File: config.mk
export PLATFORM = sky130hd
export DESIGN_NAME = qdl_host_end_flat
export DESIGN_NICKNAME = d
export VERILOG_FILES = /design/src/verilog/qdl_pkg.sv /design/src/verilog/qdl_link_if.sv /design/src/verilog/qdl_host_end.sv /design/src/verilog/qdl_tick_div.sv /design/src/flat_wrapper.sv
export SDC_FILE = /design/constraint.sdc
export NUM_CORES = 1
export LEC_CHECK = 0
export BUFFER_PORTS_ARGS = -buffer_cell sky130_fd_sc_hd__buf_2
export CORE_UTILIZATION = 25
export CTS_BUF_LIST = sky130_fd_sc_hd__clkbuf_4 sky130_fd_sc_hd__clkbuf_8
export DETAILED_ROUTE_END_ITERATION = 12
export GPL_TIMING_DRIVEN = 0
export PLACE_DENSITY_LB_ADDON = 0.2
export SETUP_SLACK_MARGIN = 0.4
export SYNTH_ARGS = -nofsm -noshare
export SYNTH_HDL_FRONTEND = slang
export SYNTH_HIERARCHICAL = 1
export SYNTH_SLANG_ARGS = --single-unit
File: constraint.sdc
create_clock -name clk -period 2.3 [get_ports clk]
set_input_delay 0.115 -clock clk [delete_from_list [all_inputs] [get_ports clk]]
set_output_delay 0.115 -clock clk [all_outputs]
set_load 0.01 [all_outputs]
File: src/verilog/qdl_pkg.sv
package qdl_pkg;
    // ------------------------------------------------------------
    // serial word layout
    // ------------------------------------------------------------
    localparam int WORD_BITS = 16;
    localparam int CODE_BITS = 10;
    localparam int NUM_CH = 4;
    localparam int SEL_MSB = 15;
    localparam int SEL_LSB = 12;
    localparam int CODE_MSB = 11;
    localparam int CODE_LSB = 2;
    localparam logic [3:0] SEL_NONE = 4'h0;
    localparam logic [3:0] SEL_CH_A = 4'h1;
    localparam logic [3:0] SEL_CH_D = 4'h4;
    localparam logic [3:0] SEL_SLEEP = 4'hE;
    localparam logic [3:0] SEL_ALL = 4'hF;
    localparam logic [9:0] CODE_ZERO = 10'h000;
    // ------------------------------------------------------------
    // host timing
    // ------------------------------------------------------------
    localparam int CLK_PERIOD_NS = 4;
    localparam int SCK_HALF_NS = 64;
    localparam int SCK_HALF_CYC = (SCK_HALF_NS + CLK_PERIOD_NS - 1) / CLK_PERIOD_NS;
    localparam int STROBE_GAP_NS = 100;
    localparam int STROBE_GAP_TICKS = (STROBE_GAP_NS + SCK_HALF_NS - 1) / SCK_HALF_NS;
    // ------------------------------------------------------------
    // host register map
    // ------------------------------------------------------------
    localparam logic [7:0] REG_CTRL = 8'h00;
    localparam logic [7:0] REG_STATUS = 8'h04;
    localparam logic [7:0] REG_RETURN = 8'h08;
    localparam logic [7:0] REG_WORD0 = 8'h10;
    localparam int CTRL_GO_BIT = 0;
    localparam int CTRL_CLEAR_BIT = 1;
    localparam int STAT_BUSY_BIT = 0;
    localparam int STAT_DONE_BIT = 1;
    localparam logic [1:0] RESP_OKAY = 2'h0;
    localparam logic [1:0] RESP_SLVERR = 2'h2;
endpackage : qdl_pkg

File: src/verilog/qdl_link_if.sv
interface qdl_link_if;
    logic sck;
    logic sdi;
    logic select_load_strobe_n;
    logic async_zero_n;
    logic sdo;

    modport host (
        output sck,
        output sdi,
        output select_load_strobe_n,
        output async_zero_n,
        input sdo
    );

    modport dev (
        input sck,
        input sdi,
        input select_load_strobe_n,
        input async_zero_n,
        output sdo
    );
endinterface : qdl_link_if

File: src/verilog/qdl_host_end.sv
module qdl_host_end #(
    parameter int CHAIN_LEN = 1
) (
    // clock and reset
    input wire logic clk,
    input wire logic resetn,
    // serial link
    qdl_link_if.host link,
    // axi4-lite write
    input wire logic [7:0] s_axi_awaddr,
    input wire logic s_axi_awvalid,
    output logic s_axi_awready,
    input wire logic [31:0] s_axi_wdata,
    input wire logic [3:0] s_axi_wstrb,
    input wire logic s_axi_wvalid,
    output logic s_axi_wready,
    output logic [1:0] s_axi_bresp,
    output logic s_axi_bvalid,
    input wire logic s_axi_bready,
    // axi4-lite read
    input wire logic [7:0] s_axi_araddr,
    input wire logic s_axi_arvalid,
    output logic s_axi_arready,
    output logic [31:0] s_axi_rdata,
    output logic [1:0] s_axi_rresp,
    output logic s_axi_rvalid,
    input wire logic s_axi_rready
);
    localparam int TOTAL = CHAIN_LEN * qdl_pkg::WORD_BITS;
    localparam int BW = $clog2(TOTAL + 1);
    localparam int IW = (CHAIN_LEN > 1) ? $clog2(CHAIN_LEN) : 1;
    localparam logic [BW-1:0] LAST_BIT = BW'(TOTAL - 1);
    localparam logic [2:0] GAP_LAST = 3'(qdl_pkg::STROBE_GAP_TICKS - 1);

    typedef enum logic [2:0] {QDL_IDLE, QDL_LEAD, QDL_LOW, QDL_HIGH, QDL_TAIL, QDL_GAP} qdl_state_e;

    // ------------------------------------------------------------
    // register decode
    // ------------------------------------------------------------
    function automatic logic is_word(input logic [7:0] a);
        return (a >= qdl_pkg::REG_WORD0) && (a < qdl_pkg::REG_WORD0 + 8'(4 * CHAIN_LEN)) &&
               (a[1:0] == 2'h0);
    endfunction

    function automatic logic [IW-1:0] word_idx(input logic [7:0] a);
        logic [7:0] off;
        off = (a - qdl_pkg::REG_WORD0) >> 2;
        return off[IW-1:0];
    endfunction

    logic [15:0] words [CHAIN_LEN];
    logic [15:0] ret_word;
    logic clear_level;
    logic done;
    logic [7:0] aw_addr;
    logic [31:0] w_data;
    logic [3:0] w_strb;
    logic aw_held;
    logic w_held;
    logic wr_fire;
    logic start;
    qdl_state_e state;

    // ------------------------------------------------------------
    // write channel
    // ------------------------------------------------------------
    assign s_axi_awready = ~aw_held;
    assign s_axi_wready = ~w_held;
    assign wr_fire = aw_held & w_held & ~s_axi_bvalid;
    // a go while busy is dropped, not queued
    assign start = wr_fire && (aw_addr == qdl_pkg::REG_CTRL) && w_strb[0] &&
                   w_data[qdl_pkg::CTRL_GO_BIT] && (state == QDL_IDLE);

    always_ff @(posedge clk or negedge resetn) begin
        if (!resetn) begin
            aw_held <= 1'b0;
            aw_addr <= '0;
        end else if (s_axi_awvalid && !aw_held) begin
            aw_held <= 1'b1;
            aw_addr <= s_axi_awaddr;
        end else if (wr_fire) begin
            aw_held <= 1'b0;
        end
    end

    always_ff @(posedge clk or negedge resetn) begin
        if (!resetn) begin
            w_held <= 1'b0;
            w_data <= '0;
            w_strb <= '0;
        end else if (s_axi_wvalid && !w_held) begin
            w_held <= 1'b1;
            w_data <= s_axi_wdata;
            w_strb <= s_axi_wstrb;
        end else if (wr_fire) begin
            w_held <= 1'b0;
        end
    end

    always_ff @(posedge clk or negedge resetn) begin
        if (!resetn) begin
            s_axi_bvalid <= 1'b0;
            s_axi_bresp <= qdl_pkg::RESP_OKAY;
        end else if (wr_fire) begin
            s_axi_bvalid <= 1'b1;
            s_axi_bresp <= (is_word(aw_addr) || aw_addr == qdl_pkg::REG_CTRL ||
                            aw_addr == qdl_pkg::REG_STATUS || aw_addr == qdl_pkg::REG_RETURN) ?
                           qdl_pkg::RESP_OKAY : qdl_pkg::RESP_SLVERR;
        end else if (s_axi_bready) begin
            s_axi_bvalid <= 1'b0;
        end
    end

    // words stay writable during a frame; that frame sees the new bits
    always_ff @(posedge clk or negedge resetn) begin
        if (!resetn) begin
            for (int i = 0; i < CHAIN_LEN; i++) begin
                words[i] <= '0;
            end
        end else if (wr_fire && is_word(aw_addr)) begin
            if (w_strb[0]) begin
                words[word_idx(aw_addr)][7:0] <= w_data[7:0];
            end
            if (w_strb[1]) begin
                words[word_idx(aw_addr)][15:8] <= w_data[15:8];
            end
        end
    end

    always_ff @(posedge clk or negedge resetn) begin
        if (!resetn) begin
            clear_level <= 1'b0;
        end else if (wr_fire && aw_addr == qdl_pkg::REG_CTRL && w_strb[0]) begin
            clear_level <= w_data[qdl_pkg::CTRL_CLEAR_BIT];
        end
    end

    assign link.async_zero_n = ~clear_level;

    // ------------------------------------------------------------
    // read channel
    // ------------------------------------------------------------
    assign s_axi_arready = ~s_axi_rvalid;

    always_ff @(posedge clk or negedge resetn) begin
        if (!resetn) begin
            s_axi_rvalid <= 1'b0;
            s_axi_rdata <= '0;
            s_axi_rresp <= qdl_pkg::RESP_OKAY;
        end else if (s_axi_arvalid && !s_axi_rvalid) begin
            s_axi_rvalid <= 1'b1;
            s_axi_rresp <= qdl_pkg::RESP_OKAY;
            if (is_word(s_axi_araddr)) begin
                s_axi_rdata <= {16'h0000, words[word_idx(s_axi_araddr)]};
            end else if (s_axi_araddr == qdl_pkg::REG_CTRL) begin
                s_axi_rdata <= {30'h0, clear_level, 1'b0};
            end else if (s_axi_araddr == qdl_pkg::REG_STATUS) begin
                s_axi_rdata <= {30'h0, done, state != QDL_IDLE};
            end else if (s_axi_araddr == qdl_pkg::REG_RETURN) begin
                s_axi_rdata <= {16'h0000, ret_word};
            end else begin
                s_axi_rdata <= '0;
                s_axi_rresp <= qdl_pkg::RESP_SLVERR;
            end
        end else if (s_axi_rready) begin
            s_axi_rvalid <= 1'b0;
        end
    end

    // ------------------------------------------------------------
    // serial engine
    // ------------------------------------------------------------
    logic tick;
    logic [BW-1:0] bit_idx;
    logic [2:0] gap;

    qdl_tick_div #(.PERIOD(qdl_pkg::SCK_HALF_CYC)) u_div (
        .clk(clk),
        .resetn(resetn),
        .tick(tick)
    );

    // word 0 goes first and so ends up in the farthest chain member
    function automatic logic pick_bit(input logic [BW-1:0] b);
        logic [BW-1:0] w;
        w = b >> 4;
        return words[w[IW-1:0]][4'hF - b[3:0]];
    endfunction

    always_ff @(posedge clk or negedge resetn) begin
        if (!resetn) begin
            state <= QDL_IDLE;
            link.sck <= 1'b0;
            link.sdi <= 1'b0;
            link.select_load_strobe_n <= 1'b1;
            bit_idx <= '0;
            gap <= '0;
        end else begin
            unique case (state)
                QDL_IDLE: begin
                    if (start) begin
                        link.select_load_strobe_n <= 1'b0;
                        link.sdi <= pick_bit('0);
                        bit_idx <= '0;
                        gap <= '0;
                        state <= QDL_LEAD;
                    end
                end
                QDL_LEAD: begin
                    if (tick) begin
                        gap <= gap + 3'h1;
                        if (gap == GAP_LAST) begin
                            link.sck <= 1'b1;
                            state <= QDL_HIGH;
                        end
                    end
                end
                QDL_HIGH: begin
                    if (tick) begin
                        link.sck <= 1'b0;
                        bit_idx <= bit_idx + BW'(1);
                        if (bit_idx == LAST_BIT) begin
                            state <= QDL_TAIL;
                        end else begin
                            link.sdi <= pick_bit(bit_idx + BW'(1));
                            state <= QDL_LOW;
                        end
                    end
                end
                QDL_LOW: begin
                    if (tick) begin
                        link.sck <= 1'b1;
                        state <= QDL_HIGH;
                    end
                end
                QDL_TAIL: begin
                    if (tick) begin
                        link.select_load_strobe_n <= 1'b1;
                        gap <= '0;
                        state <= QDL_GAP;
                    end
                end
                QDL_GAP: begin
                    if (tick) begin
                        gap <= gap + 3'h1;
                        if (gap == GAP_LAST) begin
                            state <= QDL_IDLE;
                        end
                    end
                end
            endcase
        end
    end

    // chain output sampled just before each rising sck
    always_ff @(posedge clk or negedge resetn) begin
        if (!resetn) begin
            ret_word <= '0;
        end else if (tick && (state == QDL_LOW || (state == QDL_LEAD && gap == GAP_LAST))) begin
            ret_word <= {ret_word[14:0], link.sdo};
        end
    end

    // set wins over a same-cycle clear
    always_ff @(posedge clk or negedge resetn) begin
        if (!resetn) begin
            done <= 1'b0;
        end else if (state == QDL_GAP && tick && gap == GAP_LAST) begin
            done <= 1'b1;
        end else if (wr_fire && aw_addr == qdl_pkg::REG_STATUS && w_strb[0] &&
                     w_data[qdl_pkg::STAT_DONE_BIT]) begin
            done <= 1'b0;
        end
    end
endmodule // qdl_host_end

File: src/verilog/qdl_tick_div.sv
module qdl_tick_div #(
    parameter int PERIOD = 16
) (
    // clock and reset
    input wire logic clk,
    input wire logic resetn,
    // enable pulse
    output logic tick
);
    localparam int CW = $clog2(PERIOD + 1);
    localparam logic [CW-1:0] LAST = CW'(PERIOD - 1);

    logic [CW-1:0] count;

    always_ff @(posedge clk or negedge resetn) begin
        if (!resetn) begin
            count <= '0;
        end else if (count == LAST) begin
            count <= '0;
        end else begin
            count <= count + CW'(1);
        end
    end

    assign tick = (count == LAST);
endmodule // qdl_tick_div

File: src/flat_wrapper.sv
// flat-port wrapper written by rule: the top's interface ports become plain ports
module qdl_host_end_flat 
#(
    parameter int CHAIN_LEN = 1
)
  (clk, resetn, s_axi_awaddr, s_axi_awvalid, s_axi_awready, s_axi_wdata, s_axi_wstrb, s_axi_wvalid, s_axi_wready, s_axi_bresp, s_axi_bvalid, s_axi_bready, s_axi_araddr, s_axi_arvalid, s_axi_arready, s_axi_rdata, s_axi_rresp, s_axi_rvalid, s_axi_rready, link_sck, link_sdi, link_select_load_strobe_n, link_async_zero_n, link_sdo);
  qdl_link_if link_i ();
  input wire logic clk;
  input wire logic resetn;
  input wire logic [7:0] s_axi_awaddr;
  input wire logic s_axi_awvalid;
  output logic s_axi_awready;
  input wire logic [31:0] s_axi_wdata;
  input wire logic [3:0] s_axi_wstrb;
  input wire logic s_axi_wvalid;
  output logic s_axi_wready;
  output logic [1:0] s_axi_bresp;
  output logic s_axi_bvalid;
  input wire logic s_axi_bready;
  input wire logic [7:0] s_axi_araddr;
  input wire logic s_axi_arvalid;
  output logic s_axi_arready;
  output logic [31:0] s_axi_rdata;
  output logic [1:0] s_axi_rresp;
  output logic s_axi_rvalid;
  input wire logic s_axi_rready;
  output wire logic [$bits(link_i.sck)-1:0] link_sck;
  output wire logic [$bits(link_i.sdi)-1:0] link_sdi;
  output wire logic [$bits(link_i.select_load_strobe_n)-1:0] link_select_load_strobe_n;
  output wire logic [$bits(link_i.async_zero_n)-1:0] link_async_zero_n;
  input wire logic [$bits(link_i.sdo)-1:0] link_sdo;
  assign link_sck = link_i.sck;
  assign link_sdi = link_i.sdi;
  assign link_select_load_strobe_n = link_i.select_load_strobe_n;
  assign link_async_zero_n = link_i.async_zero_n;
  assign link_i.sdo = link_sdo;
  qdl_host_end #(.CHAIN_LEN(CHAIN_LEN)) u_core (.clk(clk), .resetn(resetn), .link(link_i), .s_axi_awaddr(s_axi_awaddr), .s_axi_awvalid(s_axi_awvalid), .s_axi_awready(s_axi_awready), .s_axi_wdata(s_axi_wdata), .s_axi_wstrb(s_axi_wstrb), .s_axi_wvalid(s_axi_wvalid), .s_axi_wready(s_axi_wready), .s_axi_bresp(s_axi_bresp), .s_axi_bvalid(s_axi_bvalid), .s_axi_bready(s_axi_bready), .s_axi_araddr(s_axi_araddr), .s_axi_arvalid(s_axi_arvalid), .s_axi_arready(s_axi_arready), .s_axi_rdata(s_axi_rdata), .s_axi_rresp(s_axi_rresp), .s_axi_rvalid(s_axi_rvalid), .s_axi_rready(s_axi_rready));
endmodule
==> results of run 1 <==
-- state kept, by name (all words and copies together), names as in the netlist, 2 cells and up --
name / count
u_core/u_div/count: 5
u_core/s_axi_rdata: 16
u_core/gap: 3
u_core/ret_word: 16
u_core/aw_addr: 8
u_core/w_data: 16
u_core/w_strb: 2
u_core/bit_idx: 5
u_core/words: 16
u_core/state: 3
-- tightest hold or removal path, cell delays in order --
cell and delay [ns]:
buf_2 0.13, nor2_1 0.06, o211ai_1 0.12, o21ai_0 0.09
-- how the worst max path moves through the flow --
stage                                               start                               to  slack (ns)  cells after the start
after CTS                       u_core/gap[1]$_DFFE_PN0P_  u_core/ret_word[12]$_DFFE_PN0P_        0.17                      9
after global routing            u_core/gap[1]$_DFFE_PN0P_          u_core/done$_DFFE_PN0P_        0.15                     14
final                           u_core/gap[1]$_DFFE_PN0P_          u_core/done$_DFFE_PN0P_        0.20                     14
after floorplan                 u_core/gap[1]$_DFFE_PN0P_  u_core/ret_word[10]$_DFFE_PN0P_        0.28                      9
after detailed placement  u_core/u_div/count[0]$_DFF_PN0_  u_core/ret_word[12]$_DFFE_PN0P_        0.13                      9
after global placement                             resetn    u_core/aw_addr[5]$_DFFE_PN0P_       -0.02                      1
-- routing by layer --
metal | GRT usage | up-vias | wire [um]
met3 | 0.02217 | 12 | 457
met1 | 0.1628 | 1637 | 5221
met5 | 0 | - | 0
li1 | - | 1677 | -
met4 | 0.05618 | 0 | 192
met2 | 0.1939 | 86 | 5115
-- synth_stat cells (4+ instances only) --
library cell,n,area share
nor3_1,7,0.0075
nor2_1,11,0.0089
dfrtp_1,100,0.54
inv_1,12,0.0097
ha_1,5,0.013
mux2_2,61,0.15
nand3_1,7,0.0075
mux4_2,4,0.019
a22oi_1,14,0.023
nand2_1,33,0.027
clkbuf_1,12,0.0097
a31oi_1,4,0.0054
o21ai_0,32,0.034
nor2b_1,6,0.0081
buf_4,18,0.029
a21oi_1,6,0.0065
-- final cells by class --
class                   instances  area, um^2  area share
flip-flops and latches        101        2529      0.3980
multi-input cells             257        2091      0.3291
repair buffers                132       969.7      0.1526
well taps                     229       286.5     0.04510
plain buffers                  35       247.7     0.03899
clock buffers                  11       151.4     0.02383
inverters                      12       45.04    0.007089
clock inverters                 5       33.78    0.005317
-- report_power, final --
group          leakage [nW]  switching [mW]  internal, mW
registers              1.30           0.359          2.18
clock network        0.0917           0.620         0.453
logic                  1.53           0.690         0.960
total                  2.92            1.67          3.59
-- metrics by stage --
step / total power, mW / hold slack (ns) / cell area (um^2) / worst slack [ns] / cells
floorplan: 3.337 / -0.1806 / 4740 / 0.2781 / 405
global placement: 3.716 / 0.2929 / 5366 / -0.02201 / 702
detailed placement: 3.763 / 0.09369 / 5396 / 0.1290 / 703
CTS: 5.235 / 0.1541 / 6220 / 0.1747 / 774
global route: 5.629 / 0.2182 / 6354 / 0.1466 / 782
finish: 5.261 / 0.1862 / 6354 / 0.2027 / 782
-- timing repair --
item / 4_1_cts / 5_1_grt
gates resized for setup: 30 / 26
hold endpoints to repair: 63 / 0
hold buffers: 32 / 0
gates cloned: 1 / 0
endpoints found under the setup margin: 57 / 57
pin swaps: 3 / 7
buffers inserted: 22 / 8
-- kinds of logic (layout without fill, tap and decap cells) --
kind of cell    count (synthesis)  in the layout  synth area share
xor+xnor                        3              3          0.005660
simple gates                   91             91            0.1086
compound gates                 72             72           0.09701
flops                         101            101            0.5446
buf+inv                        47            195           0.05497
mux                            67             67            0.1727
other cells                     1             18         0.0008076
fa+ha+maj                       6              6           0.01563
==> flow_summary.json, run 1 <==
{
  "cp.required_ns": 2.61,
  "cp_top_family": "buffers and inverters",
  "synth.avg_cell_area_um2": 11.97,
  "ys_warn_count": 6,
  "post_drt_wl_per_cell_um": 14.05,
  "synth_flop_cell": "dfrtp_1",
  "violations": "DRC",
  "cts_tree": "built",
  "grtUsageTotal": 0.1224,
  "die_x_um": 138.3,
  "synthDistinctLibCells": 56,
  "fillers": 1828,
  "drt_iter0_markers": 161,
  "via_count": 3412,
  "path_cells": "inv_2 -> ha_4 -> nor2b_4 -> nand2_2 -> buf_4 -> buf_4 -> buf_4 -> buf_4 -> buf_4 -> buf_4 -> buf_4 -> buf_4 -> buf_4 -> o21ai_2",
  "area_growth_pct": 36.84,
  "tns_ns": 0,
  "io-pin-count": 105,
  "fin_worst_skew_ns": 0.007585,
  "timing.rr.end": "u_core/done$_DFFE_PN0P_",
  "path_clk_slew_ns": 0.09,
  "crit_type": "reg2reg",
  "root_buffer": "clkbuf_8",
  "grt_pass1_wl_um": 18140,
  "power_density_nw_per_um2": 828.1,
  "final_core_util": 0.3513,
  "min_period_ns": 2.097,
  "status": "finished, violations left",
  "routed_wl_um": 10990,
  "cp-start-kind": "flip-flop",
  "slew_viol_final": 0,
  "rsz0062_at_grt": "true",
  "synth_edf_count": 0,
  "setup_viol": 0,
  "reg2reg_slack_ns": 0.20,
  "routed_via_density": 4.363,
  "drt_pass1_iterations": 8,
  "clk_latency_ns": 0.38,
  "seq_area_frac_synth": 0.5446,
  "final_common_cell": "dfrtp_1",
  "r2r-start": "u_core/gap[1]$_DFFE_PN0P_",
  "worstMarginPinSlew_ns": 0.5852,
  "endpoint_kind": "flip-flop",
  "hp-class": "in2reg",
  "p_leak_nw": 2.924,
  "initial_core_util": 0.2567,
  "worst_path_largest_cell_delay_ns": 0.40,
  "min_from": "s_axi_araddr[5]",
  "arrival_ns": 2.41,
  "async_flop_share": 1.000,
  "cts.htree.levels": 3,
  "numClockSinks": 101,
  "grt_pass1_vias": 3400,
  "antenna_found_initial": 0,
  "synth_seq_cells": 101,
  "slew_headroom": 0.6068,
  "core_um2": 18090,
  "fp-row-count": 49,
  "syn-instance-count": 388,
  "maxCapViolCount": 0,
  "cts_made_buffers": 9,
  "grt.overflow.total": 0,
  "holdPathStages": 4,
  "cp_num_buf_inv": 10,
  "drive_gt1_frac": 0.4448,
  "nNetsFinal": 613,
  "final_cell_mix": "dfrtp_1 (100), buf_2 (70), mux2_2 (60), buf_4 (43), dlygate4sd3_1 (32)",
  "hold_viol": 0,
  "syn_area_um2": 4643,
  "diodes": 0,
  "hold_end": "u_core/s_axi_rdata[1]$_DFFE_PN0P_",
  "die_h_um": 138.3,
  "drc": 12,
  "ir_worst_vdd_uv": 370.5,
  "rr_worst_depth": 14,
  "hpwl_um": 7902,
  "max_freq_mhz": 476.8,
  "ant_nets": 0,
  "globalplace.congestion": 0.7744,
  "fin_crit_sh": 0.9119,
  "crit_fanout": 2,
  "crit_path_frequent_cell": "buf_4",
  "slowest_stage": "dfrtp_1",
  "grt_start_max_net_pins": 70,
  "cts_buffer_depth": 2,
  "portBuffers": 68,
  "die_area_um2": 19120
}
Note: power is estimated with default switching activity, not from simulation.
==> run 2: changes to the inputs <==
- PLACE_DENSITY_LB_ADDON: 0.2 -> default
==> run 2 against run 1 <==
Compared with the run above: critical endpoint is now u_core/ret_word[10]$_DFFE_PN0P_; sequential cell count did not move; worst hold slack improved by 0.0073 ns; register-to-register slack barely moved; the run still ends with DRC left.
==> flow_summary.json, run 2 (synthesis gave the netlist of run 1 again) <==
{
  "rr_worst_depth": 9,
  "drive_gt1_frac": 0.4564,
  "switching_share": 0.3346,
  "p_leak_nw": 2.925,
  "cp_top_family": "simple AND/OR/NAND/NOR gates",
  "worst_path_largest_cell_delay_ns": 0.40,
  "antenna_found_initial": 0,
  "crit_fanout": 5,
  "final_cell_mix": "dfrtp_1 (100), buf_2 (70), mux2_2 (60), buf_4 (38), dlygate4sd3_1 (32)",
  "slowest_stage": "dfrtp_1",
  "reg2reg_slack_ns": 0.21,
  "slew_viol_final": 0,
  "grt.overflow.total": 0,
  "grt_pass1_vias": 3666,
  "cts_buffer_depth": 2,
  "r2r-start": "u_core/gap[1]$_DFFE_PN0P_",
  "clkPwrFrac": 0.205,
  "crit_path_frequent_cell": "mux2_2",
  "max_freq_mhz": 479.0,
  "status": "finished, violations left",
  "drc": 16,
  "fin_worst_skew_ns": 0.01148,
  "endpoint_kind": "flip-flop",
  "p_int_mw": 3.439,
  "die_x_um": 138.3,
  "worstMarginPinSlew_ns": 0.7798,
  "crit_type": "reg2reg",
  "cts_made_buffers": 9,
  "maxCapViolCount": 0,
  "cts_tree": "built",
  "ant_nets": 0,
  "initial_core_util": 0.2567,
  "diodes": 0,
  "cts.htree.levels": 3,
  "min_period_ns": 2.088,
  "setup_viol": 0,
  "fillers": 1789,
  "post_drt_wl_per_cell_um": 14.82,
  "min_from": "s_axi_arvalid",
  "portBuffers": 68,
  "drt_iter0_markers": 187,
  "finalNonFillerCells": 779,
  "via_count": 3524,
  "root_buffer": "clkbuf_8",
  "drt_pass1_iterations": 8,
  "grt_start_max_net_pins": 58,
  "area_growth_pct": 37.89,
  "globalplace.congestion": 0.7675,
  "io-pin-count": 105,
  "power_switching_mw": 1.729,
  "hold_viol": 0,
  "routed_via_density": 4.524,
  "crit_start": "u_core/gap[1]$_DFFE_PN0P_",
  "cp-start-kind": "flip-flop",
  "fin_crit_sh": 0.9078,
  "tns_ns": 0,
  "grt_pass1_wl_um": 18880,
  "dp.cells": 703,
  "numClockSinks": 101,
  "cp_num_buf_inv": 3,
  "core_um2": 18090,
  "crit_path_end": "u_core/ret_word[10]$_DFFE_PN0P_",
  "cp.required_ns": 2.58,
  "final_common_cell": "dfrtp_1",
  "slew_headroom": 0.4761,
  "violations": "DRC",
  "timing.rr.end": "u_core/ret_word[10]$_DFFE_PN0P_",
  "design_area_um2": 6402,
  "cp_num_cells": 9,
  "nNetsFinal": 610,
  "hpwl_um": 8168,
  "place_area_um2": 5396,
  "fp-row-count": 49,
  "combPwrFrac": 0.297,
  "arrival_ns": 2.37,
  "grtUsageTotal": 0.1257,
  "clk_latency_ns": 0.39,
  "path_clk_slew_ns": 0.11,
  "ir_worst_vdd_uv": 320.5,
  "path_cells": "inv_2 -> ha_4 -> nor2b_4 -> nand2_2 -> mux2_2 -> or3_4 -> buf_6 -> buf_8 -> mux2_2",
  "die_h_um": 138.3,
  "power_frac_seq": 0.498,
  "rsz0062_at_grt": "true",
  "die_area_um2": 19120,
  "routed_wl_um": 11540,
  "power_density_nw_per_um2": 807.1,
  "hp-class": "in2reg"
}
[run 2: what timing repair did]
action,4_1_cts,5_1_grt
hold buffers,32,0
cloned,1,0
gates resized for setup,32,39
endpoints found under the hold margin,74,0
setup endpoints to repair,57,47
pin swaps,12,9
setup buffers,21,6
[run 2: worst min-delay path by stage]
stage / endpoint / slack (ns) / cells past startpoint
final: u_core/s_axi_rdata[0]$_DFFE_PN0P_ / 0.19 / 3
after global routing: u_core/s_axi_rdata[1]$_DFFE_PN0P_ / 0.23 / 4
after CTS: u_core/s_axi_rdata[1]$_DFFE_PN0P_ / 0.17 / 4
after detailed placement: u_core/s_axi_rdata[12]$_DFFE_PN0P_ / 0.17 / 1
after global placement: u_core/s_axi_bvalid$_DFFE_PN0P_ / 0.30 / 2
after floorplan: u_core/aw_addr[0]$_DFFE_PN0P_ / -0.18 / 0
[run 2: area by class of cell]
| type | instances | area (um^2) | share of cell area |
|---|---|---|---|
| multi-input combinational | 257 | 2167 | 0.3385 |
| timing repair buffer | 129 | 950.9 | 0.1485 |
| clock inverter | 6 | 48.80 | 0.007622 |
| buffer | 35 | 244.0 | 0.03811 |
| inverter | 12 | 45.04 | 0.007035 |
| tap | 229 | 286.5 | 0.04475 |
| sequential | 101 | 2529 | 0.3950 |
| clock buffer | 10 | 131.4 | 0.02052 |
[run 2: layer usage]
metal / vias to the layer above / part of all wire / wire (um) / GRT usage
li1: 1663 / - / - / -
met1: 1726 / 0.44 / 5065 / 0.1587
met2: 108 / 0.48 / 5571 / 0.2089
met3: 27 / 0.048 / 557 / 0.01663
met4: 0 / 0.030 / 348 / 0.06978
met5: - / 0 / 0 / 0
[run 2: power by group through the flow]
stage | Clock [mW] | Combinational (mW) | Sequential [mW]
floorplan | 0 | 0.889 | 2.45
global placement | 0 | 1.16 | 2.53
detailed placement | 0 | 1.22 | 2.57
CTS | 1.11 | 1.43 | 2.56
global route | 1.17 | 1.68 | 2.63
finish | 1.06 | 1.53 | 2.57
[run 2: metrics by stage]
step                worst slack, ns    util  total power, mW  hold WS [ns]
floorplan                    0.2781       -            3.337       -0.1806
global placement            0.07293  0.2967            3.694        0.2976
detailed placement           0.1099  0.2984            3.789        0.1737
CTS                          0.2430  0.3438            5.099        0.1697
global route                 0.1493  0.3540            5.480        0.2310
finish                       0.2121  0.3540            5.168        0.1935
[run 2: worst min-delay path: stages]
cell and delay (ns):
buf_2 0.10, nand2_1 0.23, o21ai_1 0.11
==> run 3: changes to the inputs <==
- CORE_UTILIZATION: 25 -> 30
==> run 3 against run 2 <==
Compared with the run above: the flow now finishes without violations; non-clock buffer count down 7; final cell count down 6.2%; sequential cell count unchanged; power down 1.8%; die area down 16%; sequential share of layout area up 1.3 points; fmax up 0.62%; via count down 2.6%; worst hold slack worse by 0.010 ns; critical path type unchanged; largest cell class unchanged.
==> flow_summary.json, run 3 (synthesis gave the netlist of run 1 again) <==
{
  "status": "complete, no violations",
  "finalNonFillerCells": 731,
  "dr_wl_met3_um": 267,
  "slowest_stage": "dfrtp_1",
  "grt.overflow.total": 0,
  "endpoint_kind": "flip-flop",
  "path_clk_slew_ns": 0.10,
  "numClockSinks": 101,
  "grt_pass1_vias": 3467,
  "cts_made_buffers": 9,
  "worstMarginPinSlew_ns": 0.5950,
  "final_core_util": 0.4093,
  "drive_gt1_frac": 0.4273,
  "globalplace.congestion": 0.8023,
  "switching_share": 0.3201,
  "cp-start-kind": "flip-flop",
  "reg2reg_slack_ns": 0.23,
  "hpwl_um": 7508,
  "holdPathStages": 3,
  "tns_ns": 0,
  "arrival_ns": 2.34,
  "r2r-start": "u_core/gap[1]$_DFFE_PN0P_",
  "crit_type": "reg2reg",
  "slew_viol_final": 0,
  "wl_met2_um": 5060,
  "rsz0062_at_grt": "true",
  "via_count": 3431,
  "fp-row-count": 45,
  "post_drt_wl_per_cell_um": 14.32,
  "p_leak_nw": 2.872,
  "path_cells": "inv_2 -> ha_4 -> nor2b_4 -> nand2_2 -> mux2_4 -> or3_4 -> buf_8 -> buf_16 -> mux2_2",
  "initial_core_util": 0.3066,
  "portBuffers": 68,
  "m1WireLength_um": 4975,
  "combPwrFrac": 0.287,
  "crit_fanout": 5,
  "worst_path_largest_cell_delay_ns": 0.40,
  "antenna_found_initial": 0,
  "diodes": 0,
  "place_area_um2": 5345,
  "p_int_mw": 3.449,
  "cts.htree.levels": 3,
  "grt_start_max_net_pins": 64,
  "hold_end": "u_core/s_axi_rdata[0]$_DFFE_PN0P_",
  "fin_crit_sh": 0.9022,
  "final_common_cell": "dfrtp_1",
  "die_x_um": 126.4,
  "crit_start": "u_core/gap[1]$_DFFE_PN0P_",
  "routed_wl_um": 10470,
  "routed_via_density": 4.694,
  "io-pin-count": 105,
  "core_um2": 15150,
  "timing.rr.end": "u_core/ret_word[13]$_DFFE_PN0P_",
  "cts_tree": "built",
  "rr_worst_depth": 9,
  "cts_buffer_depth": 2,
  "ant_nets": 0,
  "power_density_nw_per_um2": 818.2,
  "design_area_um2": 6200,
  "clk_latency_ns": 0.37,
  "root_buffer": "clkbuf_8",
  "top_layer": "met4",
  "hp-class": "in2reg",
  "fin_worst_skew_ns": 0.01035,
  "power_switching_mw": 1.624,
  "grtUsageTotal": 0.1400,
  "power_frac_seq": 0.501,
  "area_growth_pct": 33.52,
  "drt_iter0_markers": 138,
  "setup_viol": 0,
  "nNetsFinal": 603,
  "drt_pass1_iterations": 4,
  "clkPwrFrac": 0.212,
  "cp.required_ns": 2.56,
  "min_period_ns": 2.075,
  "dp.cells": 662,
  "die_area_um2": 15980,
  "ir_worst_vdd_uv": 435.1,
  "drc": 0,
  "min_from": "s_axi_arvalid",
  "final_cell_mix": "dfrtp_1 (100), buf_2 (70), mux2_2 (60), buf_4 (35)",
  "grt_pass1_wl_um": 17560,
  "slew_headroom": 0.6003,
  "die_h_um": 126.4,
  "hold_viol": 0,
  "max_freq_mhz": 481.9,
  "maxCapViolCount": 0
}
## run 3: cell count changes in the layout (fill, tap and decap cells not counted), moves of 2 or more
cell / before / now
buf_6: 9 / 3
nand3_1: 3 / 7
o21ai_0: 25 / 29
buf_4: 38 / 35
nand3_2: 4 / 1
o21ai_2: 3 / 0
a2111oi_4: 3 / 1
clkbuf_8: 9 / 11
## run 3: how the worst max path moves through the flow
stage / end / depth (start not counted)
floorplan: u_core/ret_word[10]$_DFFE_PN0P_ / 9
global placement: u_core/aw_addr[5]$_DFFE_PN0P_ / 1
detailed placement: u_core/ret_word[12]$_DFFE_PN0P_ / 9
CTS: u_core/ret_word[2]$_DFFE_PN0P_ / 9
global route: u_core/gap[1]$_DFFE_PN0P_ / 5
finish: u_core/ret_word[13]$_DFFE_PN0P_ / 9
## run 3: what timing repair did
action                                 CTS  global route
resized for setup                       23            23
setup endpoints to repair               57            57
pin swaps                                3             4
hold buffers                            32             0
setup buffers                           11             9
cloned                                   1             0
endpoints found under the hold margin   69             0
## run 3: final cells by class
cell class	instances	area [um^2]
clock buffers	11	145.1
flip-flops and latches	101	2529
plain buffers	35	247.7
repair buffers	122	892.1
clock inverters	5	43.79
fillers	1450	8946
well taps	188	235.2
inverters	12	45.04
multi-input cells	257	2062
## run 3: metal layers
layer  vias to the layer above  track usage
li1                       1653            -
met1                      1692       0.1851
met2                        74       0.2320
met3                        12      0.01814
met4                         0      0.05811
met5                         -            0
## run 3: power by group through the flow
| stage | registers [mW] | logic (mW) | clock network (mW) |
|---|---|---|---|
| after global placement | 2.52 | 1.16 | 0 |
| after CTS | 2.53 | 1.38 | 1.13 |
| final | 2.54 | 1.45 | 1.08 |
| after detailed placement | 2.54 | 1.21 | 0 |
| after global routing | 2.61 | 1.60 | 1.19 |
| after floorplan | 2.45 | 0.889 | 0 |
## run 3: worst max-delay path, delay by kind of cell (launching register included)
family / cells / cell delay (ns)
buf+inv: 3 / 0.36
flops: 1 / 0.40
simple gates: 3 / 0.55
mux: 2 / 0.54
fa+ha+maj: 1 / 0.12
## run 3: stage by stage
step	setup slack [ns]	hold slack (ns)	total power [mW]
finish	0.2250	0.1833	5.072
global route	0.1524	0.1841	5.400
CTS	0.1992	0.1631	5.044
detailed placement	0.1259	0.1233	3.755
global placement	0.1212	0.2934	3.678
floorplan	0.2781	-0.1806	3.337
